## config.mk

```make
export PLATFORM = sky130hd
export DESIGN_NAME = addr_debug_unit
export DESIGN_NICKNAME = d
export VERILOG_FILES = /design/src/common/addr_debug_pkg.sv /design/src/common/access_if.sv /design/src/rtl/addr_debug_unit.sv /design/src/rtl/offset_gen.sv /design/src/rtl/bp_match.sv
export VERILOG_INCLUDE_DIRS = /design/src /design/src/common
export SDC_FILE = /design/constraint.sdc
export NUM_CORES = 2
export LEC_CHECK = 0
export BUFFER_PORTS_ARGS = -buffer_cell sky130_fd_sc_hd__buf_4
export CAP_MARGIN = 20
export CORE_MARGIN = 3
export CORE_UTILIZATION = 50
export DETAILED_ROUTE_END_ITERATION = 7
export PLACE_DENSITY_LB_ADDON = 0.3
export SLEW_MARGIN = 20
export SYNTH_ARGS = -nofsm -noshare
export SYNTH_HDL_FRONTEND = slang
export SYNTH_HIERARCHICAL = 1
export SYNTH_SLANG_ARGS = --single-unit
export TNS_END_PERCENT = 10
```

## constraint.sdc

```tcl
create_clock -name mclk -period 6.6 [get_ports mclk]
set_clock_uncertainty 0.2 [all_clocks]
set_input_delay 0.33 -clock mclk [delete_from_list [all_inputs] [get_ports mclk]]
set_output_delay 0.33 -clock mclk [all_outputs]
set_load 0.03 [all_outputs]
```

## src/common/addr_debug_consts.svh

```systemverilog
// Offsets, field positions, reset values and encodings of the address and debug unit
`ifndef ADDR_DEBUG_CONSTS_SVH
`define ADDR_DEBUG_CONSTS_SVH
`define DR_SEL_STATUS      3'h6
`define DR_SEL_CONTROL     3'h7
`define STAT_HIT_LSB       0
`define STAT_STEP_BIT      14
`define STAT_TASK_BIT      15
`define STAT_RESET         32'h0000_0000
`define STAT_WMASK         32'h0000_C00F
`define CTL_GUARD_BIT      13
`define CTL_TYPE_LSB       16
`define CTL_LEN_LSB        18
`define CTL_FIELD_STRIDE   4
`define CTL_RESET          32'h0000_0000
`define CTL_WMASK          32'hFFFF_20FF
`define CTL_LOCAL_MASK     32'h0000_0055
`define BRK_TYPE_EXEC      2'h0
`define BRK_TYPE_WRITE     2'h1
`define BRK_TYPE_RDWR      2'h3
`define BRK_LEN_1          2'h0
`define BRK_LEN_2          2'h1
`define BRK_LEN_4          2'h3
`define BREAK_TRAP_VECTOR  8'h03
`define GPR_STACK_PTR      3'h4
`define IO_PORT_MAX        32'h0000_FFFF
`define IO_CFG_INDEX_PORT  32'h0000_0022
`define IO_CFG_DATA_PORT   32'h0000_0023
`endif

```

## src/common/addr_debug_pkg.sv

```systemverilog
// Types shared by the address generation and debug breakpoint unit
package addr_debug_pkg;
	typedef enum logic [3:0] {
		EA_DISP           = 4'h0,
		EA_BASE           = 4'h1,
		EA_BASE_DISP      = 4'h2,
		EA_IDX_DISP       = 4'h3,
		EA_SIDX_DISP      = 4'h4,
		EA_BASE_IDX       = 4'h5,
		EA_BASE_SIDX      = 4'h6,
		EA_BASE_IDX_DISP  = 4'h7,
		EA_BASE_SIDX_DISP = 4'h8
	} ea_mode_t;
	typedef enum logic [1:0] {
		ACC_EXEC  = 2'h0,
		ACC_READ  = 2'h1,
		ACC_WRITE = 2'h2
	} acc_kind_t;
endpackage

```

## src/common/access_if.sv

```systemverilog
// Carrier for one memory access as seen by the breakpoint comparators
`timescale 1ns/10ps
interface access_if;
	import addr_debug_pkg::*;
	logic        valid;
	acc_kind_t   kind;
	logic [31:0] addr;
	logic [2:0]  size;
	modport src (output valid, output kind, output addr, output size);
	modport sink (input valid, input kind, input addr, input size);
endinterface

```

## src/rtl/addr_debug_unit.sv

```systemverilog
// Effective address generation, address space checks and debug breakpoint unit
//
// Function
// - Trace flag set raises a debug exception after each completed instruction.
// - Breakpoint trap instruction, vector 3, raises a debug exception.
// - All four hit flags set on exception when conditions match, enabled or not.
// - Task-switch trap flag set when switching into a task with its trap bit.
// - Single-step flag set when exception caused by trace single-step.
// - Break type: 00 execute, 01 data write, 11 data read or write, 10 unused.
// - Break length: 00 one byte, 01 two bytes, 11 four bytes, 10 unused.
// - Global enable keeps breakpoint armed for all tasks across task switches.
// - Local enable arms for current task and clears on every task switch.
// - Guard bit set blocks all access to the debug registers.
// - Guard bit clears automatically whenever any debug exception is taken.
// - Byte, word and doubleword accesses anywhere in a 4 GB memory space.
// - Multibyte operands little endian; lowest byte address is the operand address.
// - I/O instructions reach a 64 KB port space through 8, 16, 32-bit ports.
// - Byte accesses to ports 22h and 23h decode as configuration register access path.
// - Offset is the sum of present parts; base is any general register.
// - Stack pointer can never be selected as the index register.
// - Index is multiplied by scale 1, 2, 4 or 8 before summing.
// - Displacement comes from the instruction and is up to 32 bits.
// - Nine addressing combinations of base, index, scale and displacement supported.
// - Execution breakpoints are taken before the matching instruction executes.
`timescale 1ns/10ps
`include "addr_debug_consts.svh"
module addr_debug_unit
	import addr_debug_pkg::*;
#(
	parameter int NUM_BP = 4
)
(
	input  wire logic         mclk,
	input  wire logic         rst_n,
	// Effective address request from the pipeline
	input  wire logic         ea_req,
	input  wire ea_mode_t     ea_mode,
	input  wire logic [2:0]   ea_base_sel,
	input  wire logic [2:0]   ea_index_sel,
	input  wire logic [1:0]   index_multiplier,
	input  wire logic [31:0]  instruction_displacement,
	input  wire logic [255:0] gpr_values,
	output logic              ea_done,
	output logic [31:0]       effective_offset,
	output logic              ea_index_fault,
	// Linear memory access (fetch or data) from the bus unit
	input  wire logic         acc_valid,
	input  wire acc_kind_t    acc_kind,
	input  wire logic [31:0]  acc_addr,
	input  wire logic [2:0]   acc_size,
	output logic              mem_done,
	output logic [31:0]       mem_phys_addr,
	output logic [7:0]        mem_byte_en,
	output logic              mem_split,
	output logic              mem_size_fault,
	// Port access
	input  wire logic         io_valid,
	input  wire logic [31:0]  io_port,
	input  wire logic [2:0]   io_size,
	output logic              io_done,
	output logic              io_range_fault,
	output logic              io_cfg_index_sel,
	output logic              io_cfg_data_sel,
	// Instruction and task events
	input  wire logic         insn_retire,
	input  wire logic         trace_flag,
	input  wire logic         swint_valid,
	input  wire logic [7:0]   swint_vector,
	input  wire logic         task_switch,
	input  wire logic         task_trap_bit,
	// Debug register moves
	input  wire logic         dr_wr,
	input  wire logic         dr_rd,
	input  wire logic [2:0]   dr_sel,
	input  wire logic [31:0]  dr_wdata,
	output logic              dr_ack,
	output logic [31:0]       dr_rdata,
	output logic              dr_guard_fault,
	// Debug exception report
	output logic              debug_exc,
	output logic              debug_exc_before,
	output logic [31:0]       debug_cause_status
);
	typedef struct packed {
		logic [NUM_BP-1:0][31:0] bp_addr;
		logic [31:0]             status;
		logic [31:0]             ctl;
		logic [NUM_BP-1:0]       hit_seen;
		logic                    data_pend;
		logic                    ea_done;
		logic [31:0]             ea_off;
		logic                    ea_idx_fault;
		logic                    mem_done;
		logic [31:0]             mem_addr;
		logic [7:0]              mem_be;
		logic                    mem_split;
		logic                    mem_size_fault;
		logic                    io_done;
		logic                    io_fault;
		logic                    io_cfg_idx;
		logic                    io_cfg_dat;
		logic                    dr_ack;
		logic [31:0]             dr_rdata;
		logic                    dr_fault;
		logic                    exc;
		logic                    exc_before;
	} state_t;

	state_t            state_reg;
	state_t            state_next;
	logic [31:0]       offset_comb;
	logic              idx_fault_comb;
	logic [NUM_BP-1:0] hit_raw;
	logic [NUM_BP-1:0] bp_enabled;

	access_if acc_bus ();
	assign acc_bus.valid = acc_valid;
	assign acc_bus.kind  = acc_kind;
	assign acc_bus.addr  = acc_addr;
	assign acc_bus.size  = acc_size;

	offset_gen u_offset_gen (
		.mode                     (ea_mode),
		.base_sel                 (ea_base_sel),
		.index_sel                (ea_index_sel),
		.index_multiplier         (index_multiplier),
		.instruction_displacement (instruction_displacement),
		.gpr_values               (gpr_values),
		.effective_offset         (offset_comb),
		.index_fault              (idx_fault_comb)
	);

	// Comparators run regardless of the enables so hit flags can be reported for idle breakpoints
	for (genvar i = 0; i < NUM_BP; i++) begin : g_bp
		bp_match u_bp_match (
			.bp_addr            (state_reg.bp_addr[i]),
			.break_type_field   (state_reg.ctl[`CTL_TYPE_LSB + i*`CTL_FIELD_STRIDE +: 2]),
			.break_length_field (state_reg.ctl[`CTL_LEN_LSB + i*`CTL_FIELD_STRIDE +: 2]),
			.acc                (acc_bus),
			.hit                (hit_raw[i])
		);
		// Either enable arms the breakpoint
		assign bp_enabled[i] = state_reg.ctl[2*i] | state_reg.ctl[2*i+1];
	end

	logic              dr_access;
	logic              guard_block;
	logic              exec_break;
	logic              data_break;
	logic              trap_break;
	logic              step_cause;
	logic              task_cause;
	logic              any_exc;
	logic [NUM_BP-1:0] hits_now;
	logic [31:0]       status_set;
	logic [31:0]       rd_val;
	logic [7:0]        lane_mask;

	always_comb begin
		state_next = state_reg;
		hits_now   = hit_raw;

		// Address generation result, one cycle after the request
		state_next.ea_done      = ea_req;
		state_next.ea_off       = ea_req ? offset_comb : state_reg.ea_off;
		state_next.ea_idx_fault = ea_req && idx_fault_comb;

		// Memory access: lowest byte address is the operand address, lanes run upward
		case (acc_size)
			3'h1:    lane_mask = 8'h01;
			3'h2:    lane_mask = 8'h03;
			3'h4:    lane_mask = 8'h0F;
			default: lane_mask = 8'h00;
		endcase
		state_next.mem_done       = acc_valid;
		state_next.mem_size_fault = acc_valid && (lane_mask == 8'h00);
		if (acc_valid) begin
			state_next.mem_addr  = acc_addr;
			state_next.mem_be    = lane_mask << acc_addr[1:0];
			state_next.mem_split = |((lane_mask << acc_addr[1:0]) & 8'hF0);
		end

		// Port space: the whole access must fit below the 64 KB limit
		state_next.io_done    = io_valid;
		// The plain port check stops a sum that wraps past the top of the 32-bit range from passing
		state_next.io_fault   = io_valid && ((io_port > `IO_PORT_MAX)
			|| ((io_port + {29'h0000_0000, io_size} - 32'h0000_0001) > `IO_PORT_MAX)
			|| !((io_size == 3'h1) || (io_size == 3'h2) || (io_size == 3'h4)));
		state_next.io_cfg_idx = io_valid && (io_port == `IO_CFG_INDEX_PORT) && (io_size == 3'h1);
		state_next.io_cfg_dat = io_valid && (io_port == `IO_CFG_DATA_PORT) && (io_size == 3'h1);

		// Debug register moves are refused while the guard is set
		dr_access   = dr_wr || dr_rd;
		guard_block = dr_access && state_reg.ctl[`CTL_GUARD_BIT];

		// Execution break fires on the fetch, before the instruction runs
		exec_break = acc_valid && (acc_kind == ACC_EXEC) && |(hit_raw & bp_enabled);
		data_break = state_reg.data_pend
			|| (acc_valid && (acc_kind != ACC_EXEC) && |(hit_raw & bp_enabled));
		step_cause = insn_retire && trace_flag;
		trap_break = swint_valid && (swint_vector == `BREAK_TRAP_VECTOR);
		task_cause = task_switch && task_trap_bit;
		any_exc    = guard_block || exec_break || trap_break || task_cause || step_cause
			|| (insn_retire && data_break);

		// Data hits wait for the instruction to finish and then trap
		if (insn_retire || any_exc) begin
			state_next.data_pend = 1'b0;
		end else if (data_break) begin
			state_next.data_pend = 1'b1;
		end

		// Hits collect since the last exception, whether enabled or not
		if (any_exc) begin
			state_next.hit_seen = '0;
		end else begin
			state_next.hit_seen = state_reg.hit_seen | hits_now;
		end

		status_set = 32'h0000_0000;
		if (any_exc) begin
			status_set[`STAT_HIT_LSB +: NUM_BP] = state_reg.hit_seen | hits_now;
			status_set[`STAT_STEP_BIT]          = step_cause;
			status_set[`STAT_TASK_BIT]          = task_cause;
		end

		// Software write first, hardware sets on top so a coinciding cause survives
		state_next.status = state_reg.status | status_set;
		if (dr_wr && !guard_block && (dr_sel == `DR_SEL_STATUS)) begin
			state_next.status = (dr_wdata & `STAT_WMASK) | status_set;
		end

		if (dr_wr && !guard_block && (dr_sel == `DR_SEL_CONTROL)) begin
			state_next.ctl = dr_wdata & `CTL_WMASK;
		end
		if (dr_wr && !guard_block && (dr_sel < 3'(NUM_BP))) begin
			state_next.bp_addr[dr_sel[1:0]] = dr_wdata;
		end

		// Local enables belong to the outgoing task; global enables survive
		if (task_switch) begin
			state_next.ctl = state_next.ctl & ~`CTL_LOCAL_MASK;
		end
		// Taking any debug exception reopens the debug registers to the handler
		if (any_exc) begin
			state_next.ctl[`CTL_GUARD_BIT] = 1'b0;
		end

		case (dr_sel)
			3'h0, 3'h1, 3'h2, 3'h3: rd_val = state_reg.bp_addr[dr_sel[1:0]];
			`DR_SEL_STATUS:         rd_val = state_reg.status;
			`DR_SEL_CONTROL:        rd_val = state_reg.ctl;
			default:                rd_val = 32'h0000_0000;
		endcase
		state_next.dr_ack   = dr_access && !guard_block;
		state_next.dr_fault = guard_block;
		if (dr_rd && !guard_block) begin
			state_next.dr_rdata = rd_val;
		end

		state_next.exc        = any_exc;
		state_next.exc_before = guard_block || exec_break;
	end

	always_ff @(posedge mclk) begin
		if (!rst_n) begin
			state_reg        <= '0;
			state_reg.status <= `STAT_RESET;
			state_reg.ctl    <= `CTL_RESET;
		end else begin
			state_reg <= state_next;
		end
	end

	assign ea_done            = state_reg.ea_done;
	assign effective_offset   = state_reg.ea_off;
	assign ea_index_fault     = state_reg.ea_idx_fault;
	assign mem_done           = state_reg.mem_done;
	assign mem_phys_addr      = state_reg.mem_addr;
	assign mem_byte_en        = state_reg.mem_be;
	assign mem_split          = state_reg.mem_split;
	assign mem_size_fault     = state_reg.mem_size_fault;
	assign io_done            = state_reg.io_done;
	assign io_range_fault     = state_reg.io_fault;
	assign io_cfg_index_sel   = state_reg.io_cfg_idx;
	assign io_cfg_data_sel    = state_reg.io_cfg_dat;
	assign dr_ack             = state_reg.dr_ack;
	assign dr_rdata           = state_reg.dr_rdata;
	assign dr_guard_fault     = state_reg.dr_fault;
	assign debug_exc          = state_reg.exc;
	assign debug_exc_before   = state_reg.exc_before;
	assign debug_cause_status = state_reg.status;
endmodule // addr_debug_unit

```

## src/rtl/offset_gen.sv

```systemverilog
// Combinational effective offset from base, scaled index and displacement
`timescale 1ns/10ps
`include "addr_debug_consts.svh"
module offset_gen
	import addr_debug_pkg::*;
(
	input  wire ea_mode_t    mode,
	input  wire logic [2:0]  base_sel,
	input  wire logic [2:0]  index_sel,
	input  wire logic [1:0]  index_multiplier,
	input  wire logic [31:0] instruction_displacement,
	input  wire logic [255:0] gpr_values,
	output logic [31:0]      effective_offset,
	output logic             index_fault
);
	logic        use_base;
	logic        use_index;
	logic        use_scale;
	logic        use_disp;
	logic [31:0] base_val;
	logic [31:0] index_val;
	logic [1:0]  shift;

	always_comb begin
		use_base  = 1'b0;
		use_index = 1'b0;
		use_scale = 1'b0;
		use_disp  = 1'b0;
		case (mode)
			EA_DISP:           use_disp = 1'b1;
			EA_BASE:           use_base = 1'b1;
			EA_BASE_DISP:      begin use_base = 1'b1; use_disp = 1'b1; end
			EA_IDX_DISP:       begin use_index = 1'b1; use_disp = 1'b1; end
			EA_SIDX_DISP:      begin use_index = 1'b1; use_scale = 1'b1; use_disp = 1'b1; end
			EA_BASE_IDX:       begin use_base = 1'b1; use_index = 1'b1; end
			EA_BASE_SIDX:      begin use_base = 1'b1; use_index = 1'b1; use_scale = 1'b1; end
			EA_BASE_IDX_DISP:  begin use_base = 1'b1; use_index = 1'b1; use_disp = 1'b1; end
			EA_BASE_SIDX_DISP: begin use_base = 1'b1; use_index = 1'b1; use_scale = 1'b1; use_disp = 1'b1; end
			default:           use_disp = 1'b0;
		endcase
		base_val    = use_base ? gpr_values[base_sel*32 +: 32] : 32'h0000_0000;
		// Stack pointer never serves as index; it contributes nothing and is flagged
		index_fault = use_index && (index_sel == `GPR_STACK_PTR);
		index_val   = (use_index && !index_fault) ? gpr_values[index_sel*32 +: 32] : 32'h0000_0000;
		shift       = use_scale ? index_multiplier : 2'h0;
		effective_offset = base_val + (index_val << shift)
			+ (use_disp ? instruction_displacement : 32'h0000_0000);
	end
endmodule // offset_gen

```

## src/rtl/bp_match.sv

```systemverilog
// One address breakpoint comparator: type, length and overlap check
`timescale 1ns/10ps
`include "addr_debug_consts.svh"
module bp_match
	import addr_debug_pkg::*;
(
	input  wire logic [31:0] bp_addr,
	input  wire logic [1:0]  break_type_field,
	input  wire logic [1:0]  break_length_field,
	access_if.sink           acc,
	output logic             hit
);
	logic        type_ok;
	logic        len_ok;
	logic [32:0] bp_lo;
	logic [32:0] bp_hi;
	logic [32:0] acc_lo;
	logic [32:0] acc_hi;

	always_comb begin
		case (break_type_field)
			`BRK_TYPE_EXEC:  type_ok = (acc.kind == ACC_EXEC);
			`BRK_TYPE_WRITE: type_ok = (acc.kind == ACC_WRITE);
			`BRK_TYPE_RDWR:  type_ok = (acc.kind == ACC_READ) || (acc.kind == ACC_WRITE);
			default:         type_ok = 1'b0;
		endcase
		len_ok = 1'b1;
		case (break_length_field)
			`BRK_LEN_1: bp_lo = {1'b0, bp_addr};
			`BRK_LEN_2: bp_lo = {1'b0, bp_addr[31:1], 1'b0};
			`BRK_LEN_4: bp_lo = {1'b0, bp_addr[31:2], 2'h0};
			default:    begin bp_lo = {1'b0, bp_addr}; len_ok = 1'b0; end
		endcase
		bp_hi  = bp_lo + {31'h0000_0000, break_length_field};
		acc_lo = {1'b0, acc.addr};
		acc_hi = acc_lo + {30'h0000_0000, acc.size} - 33'h0_0000_0001;
		// Any overlap of the access with the watched bytes counts as a hit
		hit = acc.valid && type_ok && len_ok && (acc_lo <= bp_hi) && (bp_lo <= acc_hi);
	end
endmodule // bp_match

```

[Yosys cells after proc, flatten, opt, wreduce, memory -nomap -nowiden]
Index checks and enable logic that the tools add are counted.
Storage, ports and cells
  register bits: 314
  input bits: 427
  output and inout port bits: 149
  logic and storage cells: 219
Operators by class
  add/subtract/negate cells: 10
  $lt $le $gt $ge: 13
  eq/ne operators: 41
  shifts and indexed selects: 4
  multiplexer cells: 31
  bitwise operators: 9
  reductions and logical operators: 84
Operator list (count)
  indexed part select 256 x 9 -> 32 bit: 2
  <= comparator 32 x 33 -> 1 bit: 8
  2-to-1 mux 32 bit: 7
  adder 32 x 2 -> 33 bit: 4
  bitwise mux 128 bit: 1
  one-hot mux 32 bit (3 select lines): 1
  adder 32 bit: 2
  binary-select mux 32 bit (select 2 bit): 1
  demux 32 bit (select 2 bit): 1
  == test 32 x 6 -> 1 bit, second input constant: 2
  greater-than comparator 32 x 16 -> 1 bit, second input constant: 2
  logical AND 1 bit: 41
  adder 32 x 3 -> 33 bit: 1
  subtractor 33 x 1 -> 33 bit, second input constant: 1
  adder 32 x 3 -> 32 bit: 1
  bitwise OR 32 x 16 -> 32 bit: 1
  left shift 32 x 2 -> 32 bit: 1
  subtractor 32 x 1 -> 32 bit, second input constant: 1
  == test 2 x 1 -> 1 bit, second input constant: 9
  == test 2 bit, second input constant: 9
  zero test 2 bit: 9
  OR reduction 6 bit: 3
  == test 4 x 3 -> 1 bit, second input constant: 4
  bitwise OR 16 bit: 1
  30 further kinds: 79

[Longest topological paths before layout]
  depth in word-level cells: 18
  gate-level depth with buffers: 31
  depth with buffers taken out: 31

[Cells and area by module]
The synthesis kept the hierarchy.
Modules (own cells, without submodules)
  addr_debug_unit: times used 1, cells an instance 1689, area each 14666.6 µm², seq. area each 5605.4 µm²
  bp_match (g_bp[2].u_bp_match ...): times used 2, cells an instance 513, area each 3814.9 µm², seq. area each 0.0 µm²
  offset_gen: times used 1, cells an instance 732, area each 7367.1 µm², seq. area each 0.0 µm²
  bp_match (g_bp[1].u_bp_match): times used 1, cells an instance 533, area each 3882.5 µm², seq. area each 0.0 µm²
  bp_match (g_bp[0].u_bp_match): times used 1, cells an instance 513, area each 3783.6 µm², seq. area each 0.0 µm²

[Least setup slack after synthesis]
No wires, ideal clock.
  path type: input -> register
  start point: input acc_addr[1]
  end point: register state_reg, in the netlist debug_cause_status[0]
  setup time: 0.059 ns
  data arrival time: 5.872 ns
  data required time: 6.341 ns
  setup slack: 0.469 ns
  stages on the path: 30
  path buffers: 0
  cell sequence: inv_1 -> ha_1 -> inv_1 -> ha_1 -> fa_1 -> a21oi_1 -> nor3b_1 -> o31a_1 -> o31ai_1 -> nand4b_1 -> a31oi_2 -> o21ai_1 -> a221oi_2 -> xor2_1 -> ha_1 -> a211o_1 -> a221oi_1 -> o21ai_1 -> a2111oi_0 -> a21oi_1 -> nand4b_1 -> mux2i_1 -> a2111oi_2 -> o21ai_0 -> a41oi_1 -> a22oi_1 -> and4_1 -> and2_1 -> o21ai_0 -> and2_1
Between the ends
  word-level cells in the longest chain between the ends: 15
  elaborated cells on any way between the ends: 34
  those cells by class: 2 x add/sub; 8 x order compare; 2 x mux; 4 x bitwise; 18 x reduce/logical
Ends and longest elaborated chain
  start: declaration: line addr_debug_unit.sv:49  | input wire logic [31:0] acc_addr,
  adder 32 x 3 -> 33 bit: line bp_match.sv:36  | acc_hi = acc_lo + {30'h0000_0000, acc.size} - 33'h0_0000_0001;
  subtractor 33 x 1 -> 33 bit: line bp_match.sv:36
  <= comparator 32 x 33 -> 1 bit: line bp_match.sv:38  | hit = acc.valid && type_ok && len_ok && (acc_lo <= bp_hi) && (bp_lo <= acc_hi);
  logical AND 1 bit *: line bp_match.sv:38
  via hit_raw[0]: line addr_debug_unit.sv:113  | logic [NUM_BP-1:0] hit_raw;
  bitwise AND 4 bit: line addr_debug_unit.sv:197, addr_debug_unit.sv:199
  OR reduction 4 bit: line addr_debug_unit.sv:197, addr_debug_unit.sv:199
  logical AND 1 bit: line addr_debug_unit.sv:197  | exec_break = acc_valid && (acc_kind == ACC_EXEC) && |(hit_raw & bp_enabled);
  logical OR 1 bit (4 in a row): line addr_debug_unit.sv:203  | any_exc = guard_block || exec_break || trap_break || task_cause || step_cause
  logical OR 1 bit: line addr_debug_unit.sv:204  | || (insn_retire && data_break);
  2-to-1 mux 4 bit *: line addr_debug_unit.sv:221  | if (any_exc) begin
  bitwise OR 32 x 16 -> 32 bit / bitwise OR 16 bit (equally long branches): line addr_debug_unit.sv:228, addr_debug_unit.sv:230
  2-to-1 mux 32 bit *: line addr_debug_unit.sv:229  | if (dr_wr && !guard_block && (dr_sel == `DR_SEL_STATUS)) begin
  end signal: assignment: line addr_debug_unit.sv:271  | state_reg <= state_next;
  end: declaration: line addr_debug_unit.sv:109  | state_t state_reg;
Mark *: on every way through the listed nets, which the timed path passes. The rest lies on a longest branch.
A chain may end at the register's enable or synchronous reset.

[Final worst setup path]
  start point: register state_reg[144] (netlist bit)
  end point: register state_reg, in the netlist debug_cause_status[1]
Between the ends
  word-level cells in the longest chain between the ends: 17
  elaborated cells on any way between the ends: 28
  those cells by class: 1 x add/sub; 2 x order compare; 2 x eq/ne; 4 x mux; 4 x bitwise; 15 x reduce/logical
Ends and longest elaborated chain
  == test 2 bit (tied with other cells): line bp_match.sv:28  | case (break_length_field)
  one-hot mux 2 bit (2 select lines) / OR reduction 3 bit (equally long branches)
  adder 32 x 2 -> 33 bit / 2-to-1 mux 1 bit (equally long branches): line bp_match.sv:34, bp_match.sv:28
  <= comparator 32 x 33 -> 1 bit / logical AND 1 bit (equally long branches): line bp_match.sv:38
  logical AND 1 bit: line bp_match.sv:38
  logical AND 1 bit *: line bp_match.sv:38
  via hit_raw[1]: line addr_debug_unit.sv:113
  bitwise AND 4 bit: line addr_debug_unit.sv:197, addr_debug_unit.sv:199
  OR reduction 4 bit: line addr_debug_unit.sv:197, addr_debug_unit.sv:199
  logical AND 1 bit: line addr_debug_unit.sv:197
  logical OR 1 bit (4 in a row): line addr_debug_unit.sv:203
  logical OR 1 bit: line addr_debug_unit.sv:204
  2-to-1 mux 4 bit *: line addr_debug_unit.sv:221
  bitwise OR 32 x 16 -> 32 bit / bitwise OR 16 bit (equally long branches): line addr_debug_unit.sv:228, addr_debug_unit.sv:230
  2-to-1 mux 32 bit *: line addr_debug_unit.sv:229
Marks and branches as above.

==> metrics <==
CTS tree yes; WHS 46.9 ps; max reg flops 158; critical path launch point state_reg[144]; die height 279 µm; worst hold path class in2reg; core area 73500 µm²; DP HPWL 110 mm; critical path's slowest cell a21boi_0; EDFF count, synth 0; met1 GRT Util 38.5%; Reg-to-Reg Start state_reg[144]; Avg Inst Size Synth 8.31 µm²; layout cell share with drive strength beyond 1 20.4%; Final TNS setup 0 ps; Leakage Power 19.8 nW; clock latency on the worst-skew pair 570 ps; RSZ-0062 raised after global routing false; CP Class reg2reg; asr flop ratio synth 0%; Post-synth top flop dfxtp_1; CP peak stage delay 670 ps; max_cap viols 0; num ports 576; Detailed Routing Iterations Pass 1 6; f_max 161 MHz; 1st-iter DRT viols 2914; GRT Total Usage 33.6%; drt wl/cell 22.9 µm; Nets 5927; Area Growth Syn to Fin 17.0%; crit-path max FO 6; first-pass GRT wire length 203 mm; GPL Wtd Cong 0.995; CP startpoint kind register; antenna-violating nets left 0; largest net degree at the start of global routing 146; Max Slew Vio Count 0; worst vdd ir 0.163 mV; Tcrit/Tclk final 94.4%; setup violators final 0; Post-Synth XOR/XNOR Area 5.95%; PortBufs 548; Worst Path Arrival 6490 ps; Fin. Hold Viols 0; Synth Area in Simple Gates 18.5%; Initial Utilization 50.8%; synthesized instance count 4493; number of remaining DRC errors 0; pwr/cell area 156 nW/µm²; total CTS buffers 35; Synth Register Bits 280; GR Util met3 5.49%; Slew HR 22.3%; Bufs on Longest Clock Path 3; vias in the first global route 35300; hold_sp acc_size[1]; initial antenna violation count 21; sequential element share of the synthesized area 15.0%; Clk pin slew, worst setup/hold paths 70 ps; mux share of post-synthesis cell area 15.4%; met2 Track Usage GR 56.8%; compound-cell area share of the yosys netlist 18.3%; Tightest Pin Transition 1170 ps; Die ar. 78000 µm²; Netlist Area Pre-Place 37300 µm²; Via density 6.06; main combinational cell family by area after synthesis adder cells; Critical Path RT 6860 ps; crit-path cells a21boi_0, fa_1, nand3_1, nor2_1, nand3_1, nor2_1, xnor2_1, ha_1, nand4_1, nor4_1, buf_4, a21oi_1, o211ai_1, a21oi_1, o211a_1, a311oi_1, a211oi_2, o21ai_0, a41oi_2, a22oi_2, and4_1, and2_2, o21ai_0, and2_1; Tmin final 6230 ps; Post-Synth Adder-Cell Area 18.7%; via count 36100; die width 279 µm; status finished clean; GRT Residual Overflow 0; CTS Root Cell clkbuf_16; GRT Max-Usage Layer met2; final WL 136 mm; CP endpoint kind register; cell row count 99; # clock sinks 280; Filler cells 6631; H-tree Lvls 2; Yosys warnings 6; Synth cell types 110
-- metrics by stage --
step	area (µm²)	std cells	total power, mW	util, %	setup slack [ps]
after global placement	41900	5839	4.71	57.1	-292
after global routing	43700	5968	7.20	59.5	15.6
final	43700	5969	6.81	59.5	369
after CTS	43600	5949	6.81	59.3	58.1
after floorplan	37400	4519	3.86	-	469
after detailed placement	41900	5839	4.74	57.1	-485
-- layout by cell type (no fill, tap or decap), types with 12 or more instances in the layout --
cell           Yosys  layout
a211oi_1          35      35
a21boi_0         149     149
a21boi_1          21      21
a21o_1           112     112
a21oi_1          248     247
a22oi_1           28      27
and2_1            41      40
and3_1            46      46
and4_1            13      13
buf_4            139     656
clkbuf_16          0      36
conb_1             1      27
dfxtp_1          280     280
diode_2            0      18
dlygate4sd3_1      0      47
fa_1              41      40
ha_1             493     493
inv_1            344     344
mux2_2            63      63
mux2i_1          142     142
mux4_2           160     160
nand2_1          582     582
nand2b_1          36      36
nand3_1          103     103
nand4_1           88      88
nor2_1           202     202
nor2b_1          119     118
nor3_1            53      51
nor3b_1           13      13
nor4_1            25      22
o211ai_1          29      29
o21a_1            15      15
o21ai_0          139     135
o21ai_1           40      44
o21bai_1          30      30
or2_2             12      12
or3_1             16      16
xnor2_1          110     110
xor2_1           141     141
-- path summary, 6_finish.rpt --
| check | end | slack [ps] | cells past startpoint |
|---|---|---|---|
| setup / recovery | debug_cause_status[1] | 370 | 24 |
| setup reg to reg | debug_cause_status[1] | 370 | 24 |
| hold / removal | mem_size_fault | 50 | 3 |
| hold reg to reg | mem_byte_en[5] | 280 | 2 |
-- worst max-delay path: cells and delay by family, from the launching register on --
family | cells | cell delay (ps)
AO/OA/AOI/OAI | 11 | 2350
XOR/XNOR | 1 | 160
adder cells (fa/ha/maj) | 2 | 660
buffers and inverters | 1 | 200
flip-flops | 1 | 480
AND/OR/NAND/NOR | 9 | 2090
-- final cells by class --
cell class	count	area, µm²	area share (%)
clock inverters	13	169	0.387
inverters	347	1300	2.98
well taps	959	1200	2.75
flip-flops and latches	280	5610	12.8
multi-input cells	3597	28900	66.2
clock buffers	50	1010	2.32
diodes	18	45.0	0.103
repair buffers	705	5430	12.4
-- what timing repair did --
item / in CTS / in global routing
endpoints found under the setup margin: 0 / 11
hold buffers: 47 / 0
gates resized for setup: 0 / 13
buffers inserted: 0 / 2
hold endpoints to repair: 165 / 0
-- cells in the mapped netlist, drive strengths merged (25+ instances only) --
master,n,area (µm²)
dfxtp,280,5610
mux2i,142,1420
inv,345,1290
fa,41,821
mux4,160,3600
ha,493,6170
and3,47,299
nand4,92,618
a21o,114,858
a211oi,40,325
a21oi,250,1260
o21ai,181,913
o21bai,30,225
o211ai,30,230
nor4,25,156
clkbuf,119,447
nand2,582,2180
nor2,203,764
and2,41,257
nand3,103,515
a21boi,171,1290
nor2b,119,744
mux2,65,739
nand2b,36,225
xor2,141,1230
a22oi,28,210
nor3,53,265
xnor2,110,963
buf,176,1240
-- routing by layer --
metal	vias to the layer above	share of wire [%]	routed length, µm
met2	1523	47	64500
met1	17200	37	51000
li1	17000	-	-
met5	-	0.015	21
met3	394	7.4	10100
met4	4	7.8	10700
-- kinds of logic (layout without fill, tap and decap cells) --
group / after synthesis / after routing
mux: 367 / 367
xor+xnor: 252 / 252
compound gates: 1005 / 1005
simple gates: 1412 / 1412
fa+ha+maj: 534 / 534
other cells: 1 / 45
buf+inv: 642 / 1115
flops: 280 / 280
-- where the power goes --
part           total [mW]  internal (mW)  switching [mW]
Combinational        2.94           1.29            1.65
Clock                2.03           1.19           0.836
Sequential           1.84           1.76          0.0807
Total                6.81           4.25            2.57
Note: power is estimated with default switching activity, not from simulation.
